`config.mk`:
```
export PLATFORM = sky130hd
export DESIGN_NAME = etm_line_path
export DESIGN_NICKNAME = d
export VERILOG_FILES = /design/src/etm_pkg.sv /design/src/etm_fifo.sv /design/src/etm_line_path.sv
export VERILOG_INCLUDE_DIRS = /design/src
export SDC_FILE = /design/constraint.sdc
export NUM_CORES = 1
export LEC_CHECK = 0
export ABC_CLOCK_PERIOD_IN_PS = 2600
export BUFFER_PORTS_ARGS = -buffer_cell sky130_fd_sc_hd__buf_2
export CAP_MARGIN = 20
export CORE_UTILIZATION = 32
export CTS_CLUSTER_SIZE = 10
export DETAILED_ROUTE_END_ITERATION = 7
export PLACE_DENSITY_LB_ADDON = 0.2
export SYNTH_ARGS = -nofsm -noshare
export SYNTH_HDL_FRONTEND = slang
export SYNTH_HIERARCHICAL = 1
export SYNTH_SLANG_ARGS = --single-unit
```
`constraint.sdc`:
```
create_clock -name i_clk_sys -period 2.6 [get_ports i_clk_sys]
set_input_delay 0 -clock i_clk_sys [delete_from_list [all_inputs] [get_ports i_clk_sys]]
set_output_delay 0 -clock i_clk_sys [all_outputs]
set_load 0.01 [all_outputs]
```
`src/etm_map.svh`:
```
`ifndef ETM_MAP_SVH
`define ETM_MAP_SVH
`define ETM_FAS_WORD        8'h1B
`define ETM_FAS_BITS        7
`define ETM_FRAME_BITS      256
`define ETM_SLOT_SIGNAL     5'h10
`define ETM_SLOT_ALIGN      5'h00
`define ETM_MASK_ALL        8'hFF
`define ETM_MASK_BITS_1256  8'hCC
`define ETM_CRC_BIT_POS     3'h0
`define ETM_FIFO_DEPTH      4
`define ETM_SUBST_LEN       4'h8
`endif

```
`src/etm_pkg.sv`:
```
package etm_pkg;
    typedef enum logic [1:0] {ETM_AMI, ETM_B8ZS, ETM_HDB3} etm_code_e;
    typedef struct packed {
        logic payload_modify_enable;
        logic crc_overwrite_enable;
        logic signalling_slot_pass;
        logic bit_mask_select;
    } etm_opt_s;
    typedef struct packed {
        logic pos;
        logic neg;
    } etm_rail_s;
endpackage

```
`src/etm_fifo.sv`:
```
`timescale 1ns/1ps
module etm_fifo #(
    parameter int WIDTH = 2,
    parameter int DEPTH = 4
) (
    input  wire logic             i_clk_sys,
    input  wire logic             i_rst,
    input  wire logic             i_valid,
    output logic                  o_ready,
    input  wire logic [WIDTH-1:0] i_data,
    output logic                  o_valid,
    input  wire logic             i_ready,
    output logic      [WIDTH-1:0] o_data
);
    localparam int AW = $clog2(DEPTH);
    logic [WIDTH-1:0] mem [DEPTH];
    logic [AW-1:0]    wr_ff;
    logic [AW-1:0]    rd_ff;
    logic [AW:0]      cnt_ff;
    wire              push = i_valid && o_ready;
    wire              pop  = o_valid && i_ready;
    assign o_ready = (cnt_ff != (AW+1)'(DEPTH));
    assign o_valid = (cnt_ff != '0);
    assign o_data  = mem[rd_ff];
    always_ff @(posedge i_clk_sys)
    begin
        if (push)
            mem[wr_ff] <= i_data;
        if (i_rst)
        begin
            wr_ff  <= '0;
            rd_ff  <= '0;
            cnt_ff <= '0;
        end
        else
        begin
            if (push)
                wr_ff <= (wr_ff == AW'(DEPTH-1)) ? '0 : wr_ff + 1'b1;
            if (pop)
                rd_ff <= (rd_ff == AW'(DEPTH-1)) ? '0 : rd_ff + 1'b1;
            cnt_ff <= cnt_ff + (AW+1)'(push) - (AW+1)'(pop);
        end
    end
endmodule

```
`src/etm_line_path.sv`:
```
`timescale 1ns/1ps
`include "etm_map.svh"
// Contract
// - with all option switches off both directions pass unchanged; receive adds one bit of delay, transmit adds two.
// - pattern 1000 inverts every bit of timeslots 1-31 and leaves timeslot 0 alone.
// - pattern 1001 inverts only bits 1, 2, 5 and 6 of each octet in timeslots 1-31.
// - crc overwrite puts the crc4 multiframe bits into timeslot 0 bit 1, else slot 0 is transparent.
// - signalling pass with modify enable leaves timeslot 16 untouched, inverting 1-15 and 17-31.
// - signalling pass and bit mask select are ignored while modify enable is off.
// - modification applies only to E1; the T1 path never alters payload.
// - T1 receive line code is selectable between plain AMI and B8ZS; transmit always sends AMI.
// - E1 receive line code is selectable between plain AMI and HDB3; transmit always sends AMI.
// - in B8ZS or HDB3 each received code violation pulses marginal data; never in AMI.
module etm_line_path (
    // clock and reset
    input  wire logic              i_clk_sys,
    input  wire logic              i_rst,
    // configuration
    input  wire logic              i_is_e1,
    input  wire logic              i_coded,
    input  wire etm_pkg::etm_opt_s i_opt,
    input  wire logic              i_crc_bit,
    // line receive (rails, one bit per enable)
    input  wire logic              i_line_bit_en,
    input  wire etm_pkg::etm_rail_s i_line_rx,
    // modem side transmit towards line
    input  wire logic              i_modem_tx_bit,
    // modem side receive, buffered
    output logic                   o_modem_rx_valid,
    input  wire logic              i_modem_rx_ready,
    output logic                   o_modem_rx_bit,
    // line transmit
    output etm_pkg::etm_rail_s     o_line_tx,
    // status
    output logic                   o_marginal_data,
    output logic                   o_rx_aligned,
    output logic                   o_tx_aligned,
    output logic                   o_rx_overrun
);
    import etm_pkg::*;

    etm_code_e code;
    assign code = !i_coded ? ETM_AMI : (i_is_e1 ? ETM_HDB3 : ETM_B8ZS);

    // receive decode: zeros-run counter tracks substitution windows
    logic       last_pol_ff;
    logic [3:0] zrun_ff;
    wire        rx_mark  = i_line_rx.pos | i_line_rx.neg;
    wire        rx_pol   = i_line_rx.pos;
    wire        bipolar  = rx_mark && (rx_pol == last_pol_ff);
    wire        hdb3_v   = bipolar && (zrun_ff == 4'h3 || zrun_ff == 4'h2);
    wire        b8zs_v   = bipolar && (zrun_ff == 4'h3 || zrun_ff == 4'h6);
    wire        sub_ok   = (code == ETM_HDB3) ? hdb3_v : (code == ETM_B8ZS) ? b8zs_v : 1'b0;
    wire        lcv      = bipolar && !sub_ok && (code != ETM_AMI);
    // substituted marks decode as zero; run count only protects the window
    wire        rx_bit   = rx_mark && !sub_ok && !(code != ETM_AMI && bipolar);

    always_ff @(posedge i_clk_sys)
    begin
        if (i_rst)
        begin
            last_pol_ff     <= 1'b0;
            zrun_ff         <= '0;
            o_marginal_data <= 1'b0;
        end
        else
        begin
            o_marginal_data <= i_line_bit_en && lcv;
            if (i_line_bit_en)
            begin
                if (rx_mark)
                    last_pol_ff <= rx_pol;
                zrun_ff <= rx_bit ? '0 : (zrun_ff == `ETM_SUBST_LEN) ? zrun_ff : zrun_ff + 4'h1;
            end
        end
    end

    // frame tracker and modifier shared form, one per direction
    logic [7:0] rx_pos_ff, tx_pos_ff;
    logic [6:0] rx_sh_ff, tx_sh_ff;
    logic       rx_al_ff, tx_al_ff;
    logic       rx_out_ff, tx_out_ff;

    function automatic logic modify(input logic b, input logic [7:0] pos, input logic al);
        logic [4:0] slot;
        logic [2:0] bitn;
        logic       inv_slot;
        logic [7:0] mask;
        slot = pos[7:3];
        bitn = pos[2:0];
        mask = i_opt.bit_mask_select ? `ETM_MASK_BITS_1256 : `ETM_MASK_ALL;
        // signalling pass and mask only matter under modify enable
        inv_slot = i_opt.payload_modify_enable && slot != `ETM_SLOT_ALIGN
                   && !(i_opt.signalling_slot_pass && slot == `ETM_SLOT_SIGNAL);
        modify = b;
        if (!i_is_e1 || !al)
            modify = b;
        else if (slot == `ETM_SLOT_ALIGN && bitn == `ETM_CRC_BIT_POS
                 && i_opt.crc_overwrite_enable)
            modify = i_crc_bit;
        else if (inv_slot)
            modify = b ^ mask[3'h7 - bitn];
    endfunction

    // alignment: seek the fas word, then trust the bit counter; limitation, no loss check
    wire rx_fas = ({rx_sh_ff, rx_bit} == {1'b0, 7'(`ETM_FAS_WORD)});
    wire tx_fas = ({tx_sh_ff, i_modem_tx_bit} == {1'b0, 7'(`ETM_FAS_WORD)});

    always_ff @(posedge i_clk_sys)
    begin
        if (i_rst)
        begin
            rx_pos_ff <= '0;
            tx_pos_ff <= '0;
            rx_sh_ff  <= '0;
            tx_sh_ff  <= '0;
            rx_al_ff  <= 1'b0;
            tx_al_ff  <= 1'b0;
            rx_out_ff <= 1'b0;
            tx_out_ff <= 1'b0;
        end
        else if (i_line_bit_en)
        begin
            rx_sh_ff  <= {rx_sh_ff[5:0], rx_bit};
            tx_sh_ff  <= {tx_sh_ff[5:0], i_modem_tx_bit};
            rx_pos_ff <= (!rx_al_ff && rx_fas) ? 8'h08 : rx_pos_ff + 8'h01;
            tx_pos_ff <= (!tx_al_ff && tx_fas) ? 8'h08 : tx_pos_ff + 8'h01;
            rx_al_ff  <= rx_al_ff | (i_is_e1 && rx_fas);
            tx_al_ff  <= tx_al_ff | (i_is_e1 && tx_fas);
            rx_out_ff <= modify(rx_bit, rx_pos_ff, rx_al_ff);
            tx_out_ff <= modify(i_modem_tx_bit, tx_pos_ff, tx_al_ff);
        end
    end

    assign o_rx_aligned = rx_al_ff;
    assign o_tx_aligned = tx_al_ff;

    // transmit encode: alternate polarity, AMI only; substitution left to line unit
    logic tx_pol_ff;
    etm_rail_s tx_rail_ff;
    always_ff @(posedge i_clk_sys)
    begin
        if (i_rst)
        begin
            tx_pol_ff  <= 1'b0;
            tx_rail_ff <= '0;
        end
        else if (i_line_bit_en)
        begin
            tx_rail_ff <= '{pos: tx_out_ff && !tx_pol_ff, neg: tx_out_ff && tx_pol_ff};
            if (tx_out_ff)
                tx_pol_ff <= !tx_pol_ff;
        end
    end
    assign o_line_tx = tx_rail_ff;

    // receive bits into fifo; a stalled modem side loses bits and flags it
    logic fifo_ready;
    logic push_ff;
    always_ff @(posedge i_clk_sys)
    begin
        if (i_rst)
        begin
            push_ff      <= 1'b0;
            o_rx_overrun <= 1'b0;
        end
        else
        begin
            push_ff      <= i_line_bit_en;
            o_rx_overrun <= o_rx_overrun | (push_ff && !fifo_ready);
        end
    end

    etm_fifo #(
        .WIDTH (1),
        .DEPTH (`ETM_FIFO_DEPTH)
    ) u_fifo (
        .i_clk_sys (i_clk_sys),
        .i_rst     (i_rst),
        .i_valid   (push_ff),
        .o_ready   (fifo_ready),
        .i_data    (rx_out_ff),
        .o_valid   (o_modem_rx_valid),
        .i_ready   (i_modem_rx_ready),
        .o_data    (o_modem_rx_bit)
    );
endmodule

```
# Word-level counts from Yosys, hierarchy flattened
# Memories as Yosys holds them, arrays and structs flattened. A register that Yosys moved wholly into a read port is not among the register bits.
# Cells that the tools add are included.
[word_totals]
in_bits = 14
memories = 1
register_bits = 52
mem_bits_rw = 4
output_inout_bits = 8
[classes]
reduce_logical = 52
eq_ne = 15
magnitude_cmp = 2
n_bitwise = 6
n_mux = 25
add_sub_neg = 9
[memory_table]
columns = ["memory", "depth", "word_bits", "rd", "rd_clocked_by_memory_dff", "wr", "line", "source"]
rows = [
  ["u_fifo.mem", 4, 1, 1, 1, 1, "etm_fifo.sv:16", "logic [WIDTH-1:0] mem [DEPTH];"],
]
[op_table]
columns = ["operator", "count"]
rows = [
  ["logical AND 1 bit", 28],
  ["adder 8 x 1 -> 8 bit (second input constant)", 2],
  ["== test 8 x 5 -> 1 bit (second input constant)", 2],
  ["2-to-1 mux 8 bit", 2],
  ["2-to-1 mux 1 bit", 12],
  ["2-to-1 mux 2 bit", 6],
  ["== test 5 bit (second input constant)", 2],
  ["zero test 5 bit", 2],
  ["nonzero test 5 bit", 2],
  ["zero test 1 bit", 9],
  ["== test 4 x 2 -> 1 bit (second input constant)", 2],
  ["< comparator 3 x 4 -> 1 bit (second input constant)", 2],
  ["2-to-1 mux 4 bit", 2],
  ["binary-select mux 1 bit (select 3 bit)", 2],
  ["== test 2 bit (second input constant)", 3],
  ["zero test 3 bit", 2],
  ["2-to-1 mux 6 bit", 1],
  ["AND reduction 2 bit", 3],
  ["subtractor 3 bit (first input constant)", 2],
  ["adder 2 x 1 -> 2 bit (second input constant)", 2],
  ["adder 4 x 1 -> 4 bit (second input constant)", 1],
  ["== test 4 x 3 -> 1 bit (second input constant)", 1],
  ["== test 4 bit (second input constant)", 1],
  ["logical OR 1 bit", 4],
  ["other kinds (10)", 14],
]

# Depth between registers and ports, before layout
[depth]
depth_word = 12
mapped_depth = 12
depth_no_buf = 11

# By module
# The synthesis kept the hierarchy.
[by_module_without_submodules]
columns = ["module", "cells_each", "seq_area_each_um2", "area_per_inst_um2", "instances"]
rows = [
  ["etm_line_path", 231, 900.9, 2058.2, 1],
  ["etm_fifo", 55, 300.3, 638.1, 1],
]

# Worst setup path after synthesis
# Ideal clock, no wire load.
[synth_timing]
kind = "reg2reg"
startpoint = "reg u_fifo.cnt_ff[1]"
endpoint = "reg u_fifo.cnt_ff[2]"
setup_time_ns = 0.078
path_stages_with_launch = 13
t_arrival_ns = 2.288
t_required_ns = 2.522
path_slack_ns = 0.234
path_cell_list = "dfxtp_1 or3b_1 buf_6 and2_4 inv_2 ha_1 inv_1 ha_1 inv_1 fa_1 xor2_1 and2_2 nor3_1"
[synth_between]
elab_chain_cells = 4
word_cells_on_any_way = 6
classes_between = "add/sub: 2; eq/ne: 1; reduce/logical: 3"
[synth_lines]
columns = ["element", "line", "source"]
rows = [
  ["start, declared", "etm_fifo.sv:19", "logic [AW:0] cnt_ff;"],
  ["start signal, assigned", "etm_fifo.sv:41", "cnt_ff <= cnt_ff + (AW+1)'(push) - (AW+1)'(pop);"],
  ["inequality test 3 bit", "etm_fifo.sv:22", "assign o_ready = (cnt_ff != (AW+1)'(DEPTH));"],
  ["named net fifo_ready", "etm_line_path.sv:158", "logic fifo_ready;"],
  ["logical AND 1 bit", "etm_fifo.sv:20", "wire push = i_valid && o_ready;"],
  ["adder 3 x 1 -> 3 bit", "etm_fifo.sv:41", ""],
  ["subtractor 3 x 1 -> 3 bit", "etm_fifo.sv:41", ""],
]
# The timed path passes the listed nets, and every way through them passes these cells.
# A chain may end at the register's enable or synchronous reset.

# Worst setup path in the final report
# Ends and elaborated chain as after synthesis.

==> flow_metrics.tcl <==
set metrics [dict create \
    grt_max_degree 26 \
    cts_max_level 3 \
    netlist_instances 286 \
    setup_viol 0 \
    area_growth_pct 15.7 \
    antenna_cells 0 \
    leakage_nw 1.30 \
    whs_ns 0.00875 \
    ys.flop_type "dfxtp_1" \
    final_net_count 346 \
    cts_tree "done" \
    die_y_microns 93.8 \
    multi_input_area_sq_um 1370 \
    grt_pass1_wl_microns 8290 \
    slew_violations 0 \
    path_max_fanout 5 \
    crit_path_max_incr_delay_ns 0.41 \
    clkTransAtPathRegs_ns 0.07 \
    finalCritPeriodShare 0.913 \
    first_iter_violations 68 \
    switchingPower_w 0.000580 \
    cp.arrival_ns 2.62 \
    die_w_microns 93.8 \
    die_area_sq_um 8800 \
    clk_latency_ns 0.32 \
    rows 33 \
    synth-edff-count 4 \
    max_freq_ghz 0.421 \
    vias_per_cell 4.71 \
    mostFrequentLayoutCell "dfxtp_1" \
    wl_microns 4910 \
    crit_chain "or3b_1, and2_4, inv_2, ha_1, inv_1, ha_1, inv_1, fa_1, xor2_1, and2_2, nor3_1" \
    pwr-share-clk 0.360 \
    status "completed" \
    syn-cell-area_sq_um 2700 \
    place_hpwl_microns 3420 \
    p_per_area_nw_per_um2 695 \
    core-area_sq_um 8180 \
    hold_viol_final 0 \
    place_area_sq_um 2900 \
    startpoint_type "flop" \
    tightest_slew_ns 0.526 \
    slew_headroom 0.647 \
    dp.cells 407 \
    slowest_stage "or3b_1" \
    grt_overflow 0 \
    vias 2013 \
    hp-class "input pin to flop" \
    skew_ns 0.00745 \
    fillerInstances 844 \
    drt-pass1-iter-count 4 \
    synth.distinct_cells 59 \
    seq_area_frac_synth 0.445 \
    setup_tns_ns 0 \
    worst_ep_required_time_ns 2.85 \
    worstSetupPathType "flop to flop" \
    async_flop_share 0 \
    seqCellArea_sq_um 1200 \
    initial_core_util 0.330 \
    maxCapViolCount 0 \
    drc 0 \
    layout_common_cells "54 x dfxtp_1, 47 x nor2_1, 23 x nand2_1" \
    ir_worst_vdd_uv 207 \
    clock-sinks 58 \
    drive_above_1_share 0.168 \
    period_minus_slack_ns 2.37 \
    clockRootBuffer "clkbuf_8" \
    syn_nets 315 \
    internal-power_w 0.00159 \
    avgRoutedWirePerCell_microns 11.5 \
    postCtsSetupRepairBufs 0 \
    combPwrFrac 0.170 \
    ys_ff_latch 58 \
    pwr-share-seq 0.470 \
    port_buffers 21 \
    swShare 0.267 \
    worst_setup_path_end_kind "flop" \
    fin_area_sq_um 3120 \
    grt_pass1_vias 1824 \
    gp_congestion 0.700 \
    cts_max_path_buffers 2 \
    power_w 0.00217 \
    cts_buffers 9 \
    final_cell_count_no_fill 427 \
    antenna_found_initial 0 \
    num_io_pins 22 \
    avgSynthCellArea_sq_um 9.43 \
    track_usage 0.121 \
    synth_warnings 6 \
    rsz0062_at_grt "no" \
    antenna_left 0 \
    synth_top_area_cell "dfxtp_1" \
    yosysTopAreaCellShare 0.401 \
    ys_top_cells_by_area "dfxtp_1 40%, nor2_1 6.5%, ha_1 6.5%" \
]
synthesized netlist by cell type (2+ instances only):
| cell | number |
|---|---|
| a21oi_1 | 15 |
| a22oi_1 | 2 |
| and3_1 | 5 |
| and3_2 | 2 |
| buf_2 | 3 |
| buf_6 | 2 |
| clkbuf_1 | 2 |
| dfxtp_1 | 54 |
| edfxtp_1 | 4 |
| ha_1 | 14 |
| inv_1 | 16 |
| inv_2 | 2 |
| mux2i_1 | 17 |
| nand2_1 | 23 |
| nand2b_1 | 2 |
| nand3_1 | 4 |
| nand3b_1 | 3 |
| nand4_1 | 6 |
| nor2_1 | 47 |
| nor2b_1 | 3 |
| nor3_1 | 2 |
| o21ai_0 | 2 |
| o31ai_1 | 2 |
| o31ai_2 | 2 |
| or3_1 | 5 |
| xnor2_1 | 8 |
| xor2_1 | 7 |
final timing paths:
check | startpoint | endpoint | slack, ns | cells after the start
setup / recovery | u_fifo/cnt_ff[1] | u_fifo/cnt_ff[2] | 0.23 | 11
setup reg to reg | u_fifo/cnt_ff[1] | u_fifo/cnt_ff[2] | 0.23 | 11
hold / removal | i_line_rx[0] | last_pol_ff | 0.009 | 4
hold reg to reg | tx_pol_ff | tx_pol_ff | 0.47 | 2
flip-flops by register name, indices dropped and copies added (netlist names), named ones only:
register / cells
last_pol_ff: 1
o_line_tx: 2
o_marginal_data: 1
o_rx_aligned: 1
o_rx_overrun: 1
o_tx_aligned: 1
push_ff: 1
rx_out_ff: 1
rx_pos_ff: 8
rx_sh_ff: 7
tx_out_ff: 1
tx_pol_ff: 1
tx_pos_ff: 8
tx_sh_ff: 7
u_fifo/cnt_ff: 3
u_fifo/mem: 4
u_fifo/rd_ff: 2
u_fifo/wr_ff: 2
zrun_ff: 4
power by group through the flow:
| stage | Sequential, W | Clock, W | Combinational (W) |
|---|---|---|---|
| floorplan | 0.00103 | 0 | 0.000285 |
| global placement | 0.00104 | 0 | 0.000366 |
| detailed placement | 0.00104 | 0 | 0.000369 |
| CTS | 0.00102 | 0.000809 | 0.000376 |
| global route | 0.00103 | 0.000849 | 0.000434 |
| finish | 0.00102 | 0.000781 | 0.000369 |
kinds of logic after synthesis:
| kind of cell | after synthesis | synth area share |
|---|---|---|
| AOI/OAI and AO/OA | 38 | 0.102 |
| xor gates and xnor gates | 15 | 0.0487 |
| adders and majority gates | 15 | 0.0724 |
| buffers and inverters | 27 | 0.0483 |
| DFF | 58 | 0.445 |
| muxes | 18 | 0.0715 |
| and+or+nand+nor | 115 | 0.212 |
worst max-delay path: cells and delay by family (launching register included):
| family | cells | cell delay, ns |
|---|---|---|
| XOR/XNOR | 1 | 0.16 |
| adder cells (fa/ha/maj) | 3 | 0.72 |
| buffers and inverters | 3 | 0.16 |
| flip-flops | 1 | 0.36 |
| AND/OR/NAND/NOR | 4 | 0.90 |
repair_timing:
action                                 CTS  global route
endpoints found under the hold margin    3             0
resized for setup                        0             0
hold buffers                             4             0
area by class of cell:
class | count | area share
multi-input cells | 201 | 0.438
flip-flops and latches | 58 | 0.385
clock inverters | 3 | 0.0128
well taps | 105 | 0.0421
inverters | 18 | 0.0217
clock buffers | 13 | 0.0445
repair buffers | 29 | 0.0562
metrics by stage:
| step | utilization | worst slack [ns] |
|---|---|---|
| floorplan | - | 0.234 |
| CTS | 0.382 | 0.202 |
| global placement | 0.355 | 0.265 |
| detailed placement | 0.355 | 0.224 |
| global route | 0.382 | 0.00394 |
| finish | 0.382 | 0.226 |
metal layers:
layer  GRT usage  vias to the layer above  routed length (microns)
li1            -                     1044                        -
met1       0.160                      943                     2500
met2       0.185                       19                     2220
met3      0.0243                        7                      107
met4      0.0615                        0                       71
met5           0                        -                        0
Note: power is estimated with default switching activity, not from simulation.
